--- src/pkg/ccsr_consts.vh ---
/*
 * constants for the cpu cluster status register slice: offsets, field
 * positions, reset values. assumes inclusion by bare name from rtl files.
 */
`ifndef CCSR_CONSTS_VH
`define CCSR_CONSTS_VH

// ----------------------------------------
// register byte offsets
// ----------------------------------------
`define CCSR_OFS_MARGIN       12'h408
`define CCSR_OFS_EVCTL        12'h404
`define CCSR_OFS_STATUS_FIRST 12'h420
`define CCSR_OFS_STATUS_SECOND 12'h424
`define CCSR_OFS_IRQ_STATUS   12'h430
`define CCSR_OFS_IRQ_MASK     12'h434

// ----------------------------------------
// margin control fields
// ----------------------------------------
`define CCSR_MASK_SHIFT       16
`define CCSR_MARGIN_LSB_MASK  11'h7ff
`define CCSR_SENSE_BIT        10
`define CCSR_RAM_WM_HI        9
`define CCSR_RAM_WM_LO        8
`define CCSR_RAM_RM_HI        7
`define CCSR_RAM_RM_LO        5
`define CCSR_L2_WM_HI         4
`define CCSR_L2_WM_LO         3
`define CCSR_L2_RM_HI         2
`define CCSR_L2_RM_LO         0
`define CCSR_MARGIN_RESET     11'h021

// ----------------------------------------
// synchroniser reset image
// ----------------------------------------
// interrupt-wait standby bits 9:6 of the synchroniser chain start at one
`define CCSR_SYNC_RESET       26'h00003c0

// ----------------------------------------
// event control fields
// ----------------------------------------
`define CCSR_EV_CLEAR_BIT     5
`define CCSR_EV_DETECT_EN_BIT 6

// ----------------------------------------
// status first fields
// ----------------------------------------
`define CCSR_BOOST_HI         21
`define CCSR_BOOST_LO         15
`define CCSR_FLUSH_BIT        14
`define CCSR_MONACK_BIT       13
`define CCSR_DBGMODE_BIT      12
`define CCSR_TAPTOP_BIT       11
`define CCSR_EVEDGE_BIT       10

// ----------------------------------------
// status second fields
// ----------------------------------------
`define CCSR_L2IDLE_BIT       12

// ----------------------------------------
// interrupt status bits
// ----------------------------------------
`define CCSR_IRQ_EVEDGE       0
`define CCSR_IRQ_FLUSH        1
`define CCSR_IRQ_MONACK       2
`define CCSR_IRQ_APPLY        3
`define CCSR_IRQ_W            4

`endif

--- src/rtl/ccsr_regs.v ---
/*
 * cpu cluster status register slice: margin control with per-bit write
 * mask, event control, two read-only status words, interrupt status/mask.
 * assumes a classic wishbone master on clk_i and cluster status levels
 * from another clock domain, so every status input is synchronised.
 */
// Contract
// - margin bit n changes only when the same write sets mask bit n+16
// - bit 10 is a write-only sense pulse margin; reads back zero
// - write margins 9:8,4:3 reset zero; read margins 7:5,2:0 reset one
// - boost state shown in seven bits 21:15 of status first
// - status first bit 14 reads one once l2 flush completed
// - status first bit 13 reads one on exclusive monitor clear ack
// - status first bit 12 one for jtag, zero for serial wire debug
// - status first bit 11 one while tap in its top four states
// - status first bits 3:0 show per-core coherency participation
// - status second bit 12 one only when cluster and l2 fully idle
// - status second bits 7:4 per-core interrupt-wait standby, set in reset
// - status second bits 3:0 per-core event-wait standby
// - writing one to event control bit 5 together with mask bit 21 clears the event-edge flag
// - with detect enable, a margin change stops cpu and applies margins
`include "ccsr_consts.vh"

module ccsr_regs (
	input  wire        clk_i,
	input  wire        rst_i,
	input  wire        wb_cyc_i,
	input  wire        wb_stb_i,
	input  wire        wb_we_i,
	input  wire [11:0] wb_adr_i,
	input  wire [3:0]  wb_sel_i,
	input  wire [31:0] wb_dat_i,
	output reg  [31:0] wb_dat_o,
	output reg         wb_ack_o,
	input  wire [6:0]  boost_state_view_i,
	input  wire        l2_flush_complete_i,
	input  wire        monitor_clear_ack_i,
	input  wire        debug_port_mode_flag_i,
	input  wire        tap_top_state_flag_i,
	input  wire        event_out_i,
	input  wire [3:0]  core_coherency_flags_i,
	input  wire [3:0]  core_interrupt_wait_standby_i,
	input  wire [3:0]  core_event_wait_standby_i,
	input  wire        l2_idle_standby_i,
	input  wire        apply_done_i,
	output reg         ram_sense_pulse_margin_o,
	output reg  [1:0]  ram_write_margin_o,
	output reg  [2:0]  ram_read_margin_o,
	output reg  [1:0]  l2_data_write_margin_o,
	output reg  [2:0]  l2_data_read_margin_o,
	output reg         cpu_stop_o,
	output reg         irq_o
);

	// ----------------------------------------
	// input synchronisers
	// ----------------------------------------
	// every status level comes from the cluster's own clock domain, so each
	// bit passes two flops before any decode looks at it
	// limitation: a multi-bit field such as the boost state may show a mix
	// of old and new bits for one cycle while it changes; software that needs
	// a coherent value reads twice and compares
	localparam SW = 26;
	// interrupt-wait standby bits come up as one, matching the core's reset state
	localparam [SW-1:0] SYNC_RST = `CCSR_SYNC_RESET;

	wire [SW-1:0] raw_in;
	wire [SW-1:0] sync_b;

	assign raw_in[25:19] = boost_state_view_i;
	assign raw_in[18]    = l2_flush_complete_i;
	assign raw_in[17]    = monitor_clear_ack_i;
	assign raw_in[16]    = debug_port_mode_flag_i;
	assign raw_in[15]    = tap_top_state_flag_i;
	assign raw_in[14]    = event_out_i;
	assign raw_in[13:10] = core_coherency_flags_i;
	assign raw_in[9:6]   = core_interrupt_wait_standby_i;
	assign raw_in[5:2]   = core_event_wait_standby_i;
	assign raw_in[1]     = l2_idle_standby_i;
	assign raw_in[0]     = apply_done_i;

	// one two-flop chain per bit; only the second flop is read by logic
	genvar gi;
	generate
		for (gi = 0; gi < SW; gi = gi + 1) begin : g_sync
			reg stage_a;
			reg stage_b;
			always @(posedge clk_i) begin
				if (rst_i) begin
					stage_a <= SYNC_RST[gi];
					stage_b <= SYNC_RST[gi];
				end else begin
					stage_a <= raw_in[gi];
					stage_b <= stage_a;
				end
			end
			assign sync_b[gi] = stage_b;
		end
	endgenerate

	wire [6:0] boost_s   = sync_b[25:19];
	wire       flush_s   = sync_b[18];
	wire       monack_s  = sync_b[17];
	wire       dbgmode_s = sync_b[16];
	wire       taptop_s  = sync_b[15];
	wire       evout_s   = sync_b[14];
	wire [3:0] coh_s     = sync_b[13:10];
	wire [3:0] wfi_s     = sync_b[9:6];
	wire [3:0] wfe_s     = sync_b[5:2];
	wire       l2idle_s  = sync_b[1];
	wire       apply_s   = sync_b[0];

	// ----------------------------------------
	// bus decode
	// ----------------------------------------
	// address match shared by every write strobe
	function ccsr_hit;
		input [11:0] adr;
		input [11:0] ofs;
		begin
			ccsr_hit = (adr == ofs);
		end
	endfunction

	// ack masks the request so a master that holds stb one cycle too long
	// cannot have its write applied twice
	wire req      = wb_cyc_i & wb_stb_i & ~wb_ack_o;
	// partial-lane writes are acked but dropped: margin and event fields span lanes
	wire wr       = req & wb_we_i & (&wb_sel_i);
	wire wr_margin = wr & ccsr_hit(wb_adr_i, `CCSR_OFS_MARGIN);
	wire wr_evctl  = wr & ccsr_hit(wb_adr_i, `CCSR_OFS_EVCTL);
	wire wr_istat  = wr & ccsr_hit(wb_adr_i, `CCSR_OFS_IRQ_STATUS);
	wire wr_imask  = wr & ccsr_hit(wb_adr_i, `CCSR_OFS_IRQ_MASK);

	// apply masked write: lower bit n taken only where mask bit n+16 set
	function [10:0] ccsr_masked;
		input [10:0] old_v;
		input [31:0] wd;
		begin
			ccsr_masked = (old_v & ~wd[26:16]) | (wd[10:0] & wd[26:16]);
		end
	endfunction

	// ----------------------------------------
	// control registers
	// ----------------------------------------
	reg  [10:0] margin;
	reg  [1:0]  evctl;
	reg         ev_edge;
	reg         ev_prev;
	reg  [3:0]  ista;
	reg  [3:0]  imask;
	reg         stop_pend;
	reg         flush_prev;
	reg         monack_prev;

	wire [10:0] next_margin = ccsr_masked(margin, wb_dat_i) & `CCSR_MARGIN_LSB_MASK;
	wire        margin_chg  = wr_margin & (next_margin != margin);
	wire        ev_rise     = evout_s & ~ev_prev;
	wire        ev_clr      = wr_evctl & wb_dat_i[`CCSR_EV_CLEAR_BIT] & wb_dat_i[`CCSR_EV_CLEAR_BIT + 16];
	wire [3:0]  events      = {stop_pend & apply_s, monack_s & ~monack_prev, flush_s & ~flush_prev, ev_rise};

	always @(posedge clk_i) begin
		if (rst_i) begin
			margin      <= `CCSR_MARGIN_RESET;
			evctl       <= 2'h0;
			ev_edge     <= 1'b0;
			ev_prev     <= 1'b0;
			ista        <= 4'h0;
			imask       <= 4'h0;
			stop_pend   <= 1'b0;
			flush_prev  <= 1'b0;
			monack_prev <= 1'b0;
		end else begin
			ev_prev     <= evout_s;
			flush_prev  <= flush_s;
			monack_prev <= monack_s;
			if (wr_margin)
				margin <= next_margin;
			// control bit 6 is kept; clear bit 5 acts as a strobe only
			if (wr_evctl && wb_dat_i[`CCSR_EV_DETECT_EN_BIT + 16])
				evctl[1] <= wb_dat_i[`CCSR_EV_DETECT_EN_BIT];
			evctl[0] <= 1'b0;
			// a rising edge in the clearing cycle wins
			if (ev_rise)
				ev_edge <= 1'b1;
			else if (ev_clr)
				ev_edge <= 1'b0;
			if (wr_imask)
				imask <= wb_dat_i[3:0];
			ista <= events | (ista & ~(wr_istat ? wb_dat_i[3:0] : 4'h0));
			// cpu held stopped until the cluster reports new margins taken;
			// a write that leaves every field unchanged does not stop it, so
			// software may rewrite the same margins without a stall
			// hazard: the done level is seen two cycles late, so the cluster
			// must keep it up until the stop falls
			if (margin_chg && evctl[1])
				stop_pend <= 1'b1;
			else if (apply_s)
				stop_pend <= 1'b0;
		end
	end

	// ----------------------------------------
	// outputs toward the cluster memories, the cpu stop and the interrupt line
	// ----------------------------------------
	always @(posedge clk_i) begin
		if (rst_i) begin
			ram_sense_pulse_margin_o <= 1'b0;
			ram_write_margin_o       <= 2'h0;
			ram_read_margin_o        <= 3'h1;
			l2_data_write_margin_o   <= 2'h0;
			l2_data_read_margin_o    <= 3'h1;
			cpu_stop_o               <= 1'b0;
			irq_o                    <= 1'b0;
		end else begin
			ram_sense_pulse_margin_o <= margin[`CCSR_SENSE_BIT];
			ram_write_margin_o       <= margin[`CCSR_RAM_WM_HI:`CCSR_RAM_WM_LO];
			ram_read_margin_o        <= margin[`CCSR_RAM_RM_HI:`CCSR_RAM_RM_LO];
			l2_data_write_margin_o   <= margin[`CCSR_L2_WM_HI:`CCSR_L2_WM_LO];
			l2_data_read_margin_o    <= margin[`CCSR_L2_RM_HI:`CCSR_L2_RM_LO];
			cpu_stop_o               <= stop_pend | (margin_chg & evctl[1]);
			irq_o                    <= |(ista & imask);
		end
	end

	// ----------------------------------------
	// read mux and acknowledge
	// ----------------------------------------
	reg [31:0] rd;
	always @* begin
		rd = 32'h0;
		case (wb_adr_i)
		`CCSR_OFS_MARGIN: begin
			rd[9:0] = margin[9:0];
		end
		`CCSR_OFS_EVCTL: begin
			rd[`CCSR_EV_DETECT_EN_BIT] = evctl[1];
		end
		`CCSR_OFS_STATUS_FIRST: begin
			rd[`CCSR_BOOST_HI:`CCSR_BOOST_LO] = boost_s;
			rd[`CCSR_FLUSH_BIT]   = flush_s;
			rd[`CCSR_MONACK_BIT]  = monack_s;
			rd[`CCSR_DBGMODE_BIT] = dbgmode_s;
			rd[`CCSR_TAPTOP_BIT]  = taptop_s;
			rd[`CCSR_EVEDGE_BIT]  = ev_edge;
			rd[3:0]               = coh_s;
		end
		`CCSR_OFS_STATUS_SECOND: begin
			// power controller relies on these before cutting power
			rd[`CCSR_L2IDLE_BIT] = l2idle_s;
			rd[7:4]              = wfi_s;
			rd[3:0]              = wfe_s;
		end
		`CCSR_OFS_IRQ_STATUS: begin
			rd[3:0] = ista;
		end
		`CCSR_OFS_IRQ_MASK: begin
			rd[3:0] = imask;
		end
		default: begin
			rd = 32'h0;
		end
		endcase
	end

	// one-cycle answer; unmapped reads give zero, writes there are dropped
	// read data is zero outside the ack cycle so a bus that ors its slaves'
	// data together needs no further gating
	always @(posedge clk_i) begin
		if (rst_i) begin
			wb_ack_o <= 1'b0;
			wb_dat_o <= 32'h0;
		end else begin
			wb_ack_o <= req;
			wb_dat_o <= req ? rd : 32'h0;
		end
	end

endmodule

--- config.mk ---
export PLATFORM = sky130hd
export DESIGN_NAME = ccsr_regs
export DESIGN_NICKNAME = d
export VERILOG_FILES = /design/src/rtl/ccsr_regs.v
export VERILOG_INCLUDE_DIRS = /design/src /design/src/pkg
export SDC_FILE = /design/constraint.sdc
export NUM_CORES = 1
export LEC_CHECK = 0
export BUFFER_PORTS_ARGS = -buffer_cell sky130_fd_sc_hd__buf_2
export CORE_MARGIN = 2
export CORE_UTILIZATION = 43
export DETAILED_ROUTE_END_ITERATION = 7
export MAX_ROUTING_LAYER = met4
export PLACE_DENSITY = 0.7
export SETUP_SLACK_MARGIN = 0.1
export SLEW_MARGIN = 20
export SYNTH_ARGS = -nofsm -noshare
export SYNTH_HDL_FRONTEND = slang
export SYNTH_SLANG_ARGS = --single-unit
--- constraint.sdc ---
create_clock -name clk_i -period 3.9 [get_ports clk_i]
set_input_delay 0.78 -clock clk_i [delete_from_list [all_inputs] [get_ports clk_i]]
set_output_delay 0.78 -clock clk_i [all_outputs]
set_load 0.005 [all_outputs]
# After elaboration in Yosys (flattened, before gate mapping)
# Index checks and enable logic that the tools add are counted.
[word_totals] ff_bits=123
[classes] n_eq_ne=7 mux=10 bitwise_logic=32 reduce_logical=9
[op_table] cell="12-bit by 11-bit equality test with 1-bit output (second input constant)" count=6
[op_table] cell="11-bit bitwise AND" count=2
[op_table] cell="4-bit one-hot mux with 5 select lines" count=1
[op_table] cell="1-bit bitwise AND" count=16
[op_table] cell="11-bit inequality test" count=1
[op_table] cell="11-bit NOT" count=1
[op_table] cell="11-bit OR" count=1
[op_table] cell="4-bit bitwise AND" count=2
[op_table] cell="1-bit NOT" count=7
[op_table] cell="3-bit OR reduction" count=2
[op_table] cell="1-bit 2-to-1 mux" count=4
[op_table] cell="4-bit 2-to-1 mux" count=1
[op_table] cell="4-bit NOT" count=1
[op_table] cell="4-bit OR" count=1
[op_table] cell="1-bit one-hot mux with 2 select lines" count=2
[op_table] cell="2-bit one-hot mux with 2 select lines" count=1
[op_table] cell="4-bit AND reduction" count=1
[op_table] cell="2-bit nonzero test" count=2
[op_table] cell="4-bit OR reduction" count=1
[op_table] cell="1-bit one-hot mux with 3 select lines" count=1
[op_table] cell="1-bit logical AND" count=2
[op_table] cell="2-bit OR reduction" count=1
[op_table] cell="1-bit OR" count=1

# Longest topological paths before layout
[depth] ltp_word=9 ltp_mapped=8 mapped_depth_nobuf=6

# Worst setup path before layout
# No wires, ideal clock.
[synth_path] path_type="input -> register" from="input wb_adr_i[7]" to="register evctl[1]" setup_time_ns=0.121 arrival_ns=1.989 slack_ns=1.790 cell_stages=4 cell_sequence="nor4_4 -> nand4_1 -> nor3_2 -> mux2_2"
[synth_via] elab_chain_len=3
[synth_lines] item="from (decl)" line_no="ccsr_regs.v:30" rtl="input wire [11:0] wb_adr_i,"
[synth_lines] item="12-bit by 11-bit equality test with 1-bit output" line_no="ccsr_regs.v:121" rtl="ccsr_hit = (adr == ofs);"
[synth_lines] item="1-bit bitwise AND" line_no="ccsr_regs.v:131" rtl="wire wr_evctl = wr & ccsr_hit(wb_adr_i, `CCSR_OFS_EVCTL);"
[synth_lines] item="1-bit logical AND" line_no="ccsr_regs.v:181" rtl="if (wr_evctl && wb_dat_i[`CCSR_EV_DETECT_EN_BIT + 16])"
[synth_lines] item="to (signal assigned)" line_no="ccsr_regs.v:182" rtl="evctl[1] <= wb_dat_i[`CCSR_EV_DETECT_EN_BIT];"
[synth_lines] item="to (decl)" line_no="ccsr_regs.v:148" rtl="reg [1:0] evctl;"
# Every way passes these cells.
# A chain may end at the register's enable or synchronous reset.

# Worst setup path in the final report
[layout_path] from="input wb_adr_i[7]" to="register margin[1]"
[layout_via] elab_chain_len=2
[layout_lines] item="12-bit by 11-bit equality test with 1-bit output" line_no="ccsr_regs.v:121"
[layout_lines] item="1-bit bitwise AND" line_no="ccsr_regs.v:130" rtl="wire wr_margin = wr & ccsr_hit(wb_adr_i, `CCSR_OFS_MARGIN);"
[layout_lines] item="to (signal assigned)" line_no="ccsr_regs.v:165" rtl="margin <= `CCSR_MARGIN_RESET;"
[layout_lines] item="to (signal assigned)" line_no="ccsr_regs.v:179" rtl="margin <= next_margin;"
[layout_lines] item="to (decl)" line_no="ccsr_regs.v:147" rtl="reg [10:0] margin;"
# Every way passes these cells.

==> impl_metrics.tcl <==
set metrics [dict create \
    cts_num_sinks 113 \
    grt_util_all_layers_pct 17.6 \
    status "finished, final reports clean" \
    fin_tns_setup_ns 0 \
    crit_path_start_kind "input pin" \
    cts_tree "built" \
    first_global_vias 2826 \
    synth.top_cell.area_share_pct 54.6 \
    drive_gt1_share_pct 32.0 \
    timing.final.crit_share_pct 59.6 \
    critPathMaxFanout 11 \
    postPlaceCellArea_sq_mm 0.00471 \
    async_flop_share_pct 0 \
    die_h_um 102 \
    vias 3030 \
    num_rows 35 \
    holdWs_ns 0.410 \
    grt_max_degree 91 \
    synth.distinct_cells 47 \
    worst_setup_path_end_kind "register" \
    crit_family "simple AND/OR/NAND/NOR gates" \
    antenna_found_initial 0 \
    path_buf_inv 1 \
    rsz0062_at_grt "false" \
    postSynthAreaPerCell_sq_um 10.4 \
    total_power_uw 2810 \
    hold_path.class "register to register" \
    cp_cell_sequence "buf_2 > nor4_4 > nand4_1 > nor3_1 > mux2_2" \
    routed_wl_um 8440 \
    clkSlewWorstSetupHoldPaths_ns 0.06 \
    fin_area_sq_mm 0.00530 \
    die_width_um 102 \
    vias_per_cell 4.70 \
    diodes 0 \
    cts_setup_buffers 0 \
    io-pin-count 125 \
    yosysSeqAreaShare_pct 54.6 \
    netlist_area_sq_mm 0.00415 \
    syn_to_final_growth_pct 27.8 \
    powerDensity_mw_per_mm2 531 \
    dpl.hpwl_um 6050 \
    fin_crit_ns 2.32 \
    core_area_sq_mm 0.00928 \
    r2r_slack_ns 1.88 \
    drc 0 \
    start_util_pct 44.6 \
    portBuffers 104 \
    root_buffer "clkbuf_8" \
    drtAntennaViolNets 0 \
    finalClockSkew_ns 0.00573 \
    p_leak_uw 0.00226 \
    tightest_slew_ns 0.832 \
    clk_path_buf_depth 2 \
    max_cap_violations 0 \
    numCtsBuffers 17 \
    synth-edff-count 0 \
    yosys-top-cells-area "dfxtp_1, nor2b_1, a21oi_1" \
    slew_headroom_pct 44.5 \
    postCtsHoldBufs 0 \
    grt.overflow.total 0 \
    ys_ff_latch 113 \
    setup_viol 0 \
    yosysWarnings 0 \
    dr.first_iter.drc_count 225 \
    h-tree-depth 4 \
    slowest_delay_ns 0.63 \
    finalHoldViolCount 0 \
    max_freq_mhz 430 \
    fin_nets 582 \
    critPathKind "input pin to register" \
    critPathSlowestCell "nand4_1" \
    routabilityCongestion 0.843 \
    fill_cells 849 \
    arrival_ns 2.71 \
    worstPathRequired_ns 4.29 \
    dieArea_sq_mm 0.0104 \
    report.final.slew_viol_count 0 \
    ir_worst_vdd_mv 0.303 \
    wl_per_cell_um 13.1 \
    cts_resized 0 \
    clk_latency_ns 0.50 \
    synth_top_area_cell "dfxtp_1" \
    synth_cells 398 \
    drtPass1Iterations 4 \
    synth_ff_type "dfxtp_1" \
    grt_pass1_wl_um 13400 \
]
## metal layers
layer / share of wire (%) / global-route usage, % / vias to the layer above / wire length, um
met5: 0 / - / - / 0
met4: 1.9 / 7.18 / 0 / 162
met3: 6.6 / 5.47 / 13 / 561
met2: 48 / 27.4 / 106 / 4090
met1: 43 / 21.3 / 1372 / 3630
li1: - / - / 1539 / -
## path summary, 6_finish.rpt
check	start	to	cells after the start
setup / recovery	wb_adr_i[7]	margin[1]	5
setup reg to reg	wb_ack_o	margin[1]	4
hold / removal	g_sync[8].stage_a	g_sync[8].stage_b	1
hold reg to reg	g_sync[8].stage_a	g_sync[8].stage_b	1
## through the flow
step	worst slack (ns)	cells	util, %
floorplan	1.79	407	-
global placement	1.07	613	50.8
detailed placement	1.02	613	50.8
CTS	1.55	645	57.1
global route	1.35	645	57.1
finish	1.58	645	57.1
## logic make-up after synthesis
kind of cell	after synthesis	synth area share, %
multiplexers	16	4.17
flip-flops	113	54.6
AO/OA/AOI/OAI	55	8.33
other	1	0.0905
AND/OR/NAND/NOR	156	25.1
XOR/XNOR	11	2.32
buffers and inverters	46	5.37
## registers in the layout, summed over array words and instances (netlist names), 2 cells and up
signal and count:
ram_write_margin_o 2, l2_data_write_margin_o 2, wb_dat_o 22, ram_read_margin_o 3
imask 4, l2_data_read_margin_o 3, g_sync.stage_a 26, g_sync.stage_b 22
ista 4, margin 11
## synthesized netlist by cell type, types with 2 or more instances
cell / number
xnor2_1: 8
clkbuf_1: 11
nand2b_1: 4
nor2b_1: 69
and2_1: 13
or2_2: 8
buf_2: 2
mux2_2: 2
mux2_1: 8
nand4_1: 8
mux2i_1: 6
o31ai_1: 5
nor4_4: 2
inv_1: 17
and4_2: 2
and4_1: 2
nand3_1: 5
xor2_1: 3
nand3b_1: 2
o22ai_1: 4
buf_4: 12
o21ai_0: 10
a41oi_1: 2
and3_1: 7
nor3_1: 3
a22oi_1: 2
a32oi_1: 3
a311oi_1: 4
clkbuf_2: 2
nor2_1: 12
nor3_2: 10
dfxtp_1: 113
nand2_1: 2
a21oi_1: 22
## report_power, final
| part | leakage, uW | internal (uW) | total [uW] | switching, uW |
|---|---|---|---|---|
| clock network | 0.000278 | 972 | 1500 | 523 |
| logic | 0.00106 | 58.5 | 126 | 67.4 |
| registers | 0.000923 | 1190 | 1190 | 8.33 |
| total | 0.00226 | 2220 | 2810 | 599 |
## cell usage in the layout (no fill, tap or decap), types with 3 or more instances in the layout
master	n
o21ai_0	10
o22ai_1	4
nand2b_1	4
conb_1	10
inv_1	17
and2_1	13
nor2b_1	69
nor2_1	12
a21oi_1	22
clkinv_4	3
mux2_1	8
nand4_1	8
o31ai_1	5
clkbuf_16	16
dfxtp_1	113
xor2_1	3
buf_2	104
a32oi_1	3
nor3_2	10
clkinv_2	3
xnor2_1	8
and3_1	7
or2_2	8
bufinv_16	3
nor3_1	3
clkinvlp_4	3
nand3_1	5
mux2i_1	6
a311oi_1	4
## final cells by class
| type | count | area, sq um | share of cell area (%) |
|---|---|---|---|
| Clock buffer | 19 | 422 | 7.96 |
| Clock inverter | 13 | 163 | 3.07 |
| Inverter | 18 | 67.6 | 1.28 |
| Multi-Input combinational cell | 248 | 1690 | 32.0 |
| Sequential cell | 113 | 2260 | 42.7 |
| Tap cell | 129 | 161 | 3.05 |
| Timing Repair Buffer | 105 | 528 | 9.97 |
## worst reg2reg max path, stage by stage, from the launching register on
cell and delay, ns:
dfxtp_1 0.31, and3b_1 0.41, nand3_1 0.52, nor3_1 0.32, mux2_2 0.36
(Power assumes the default switching activity.)
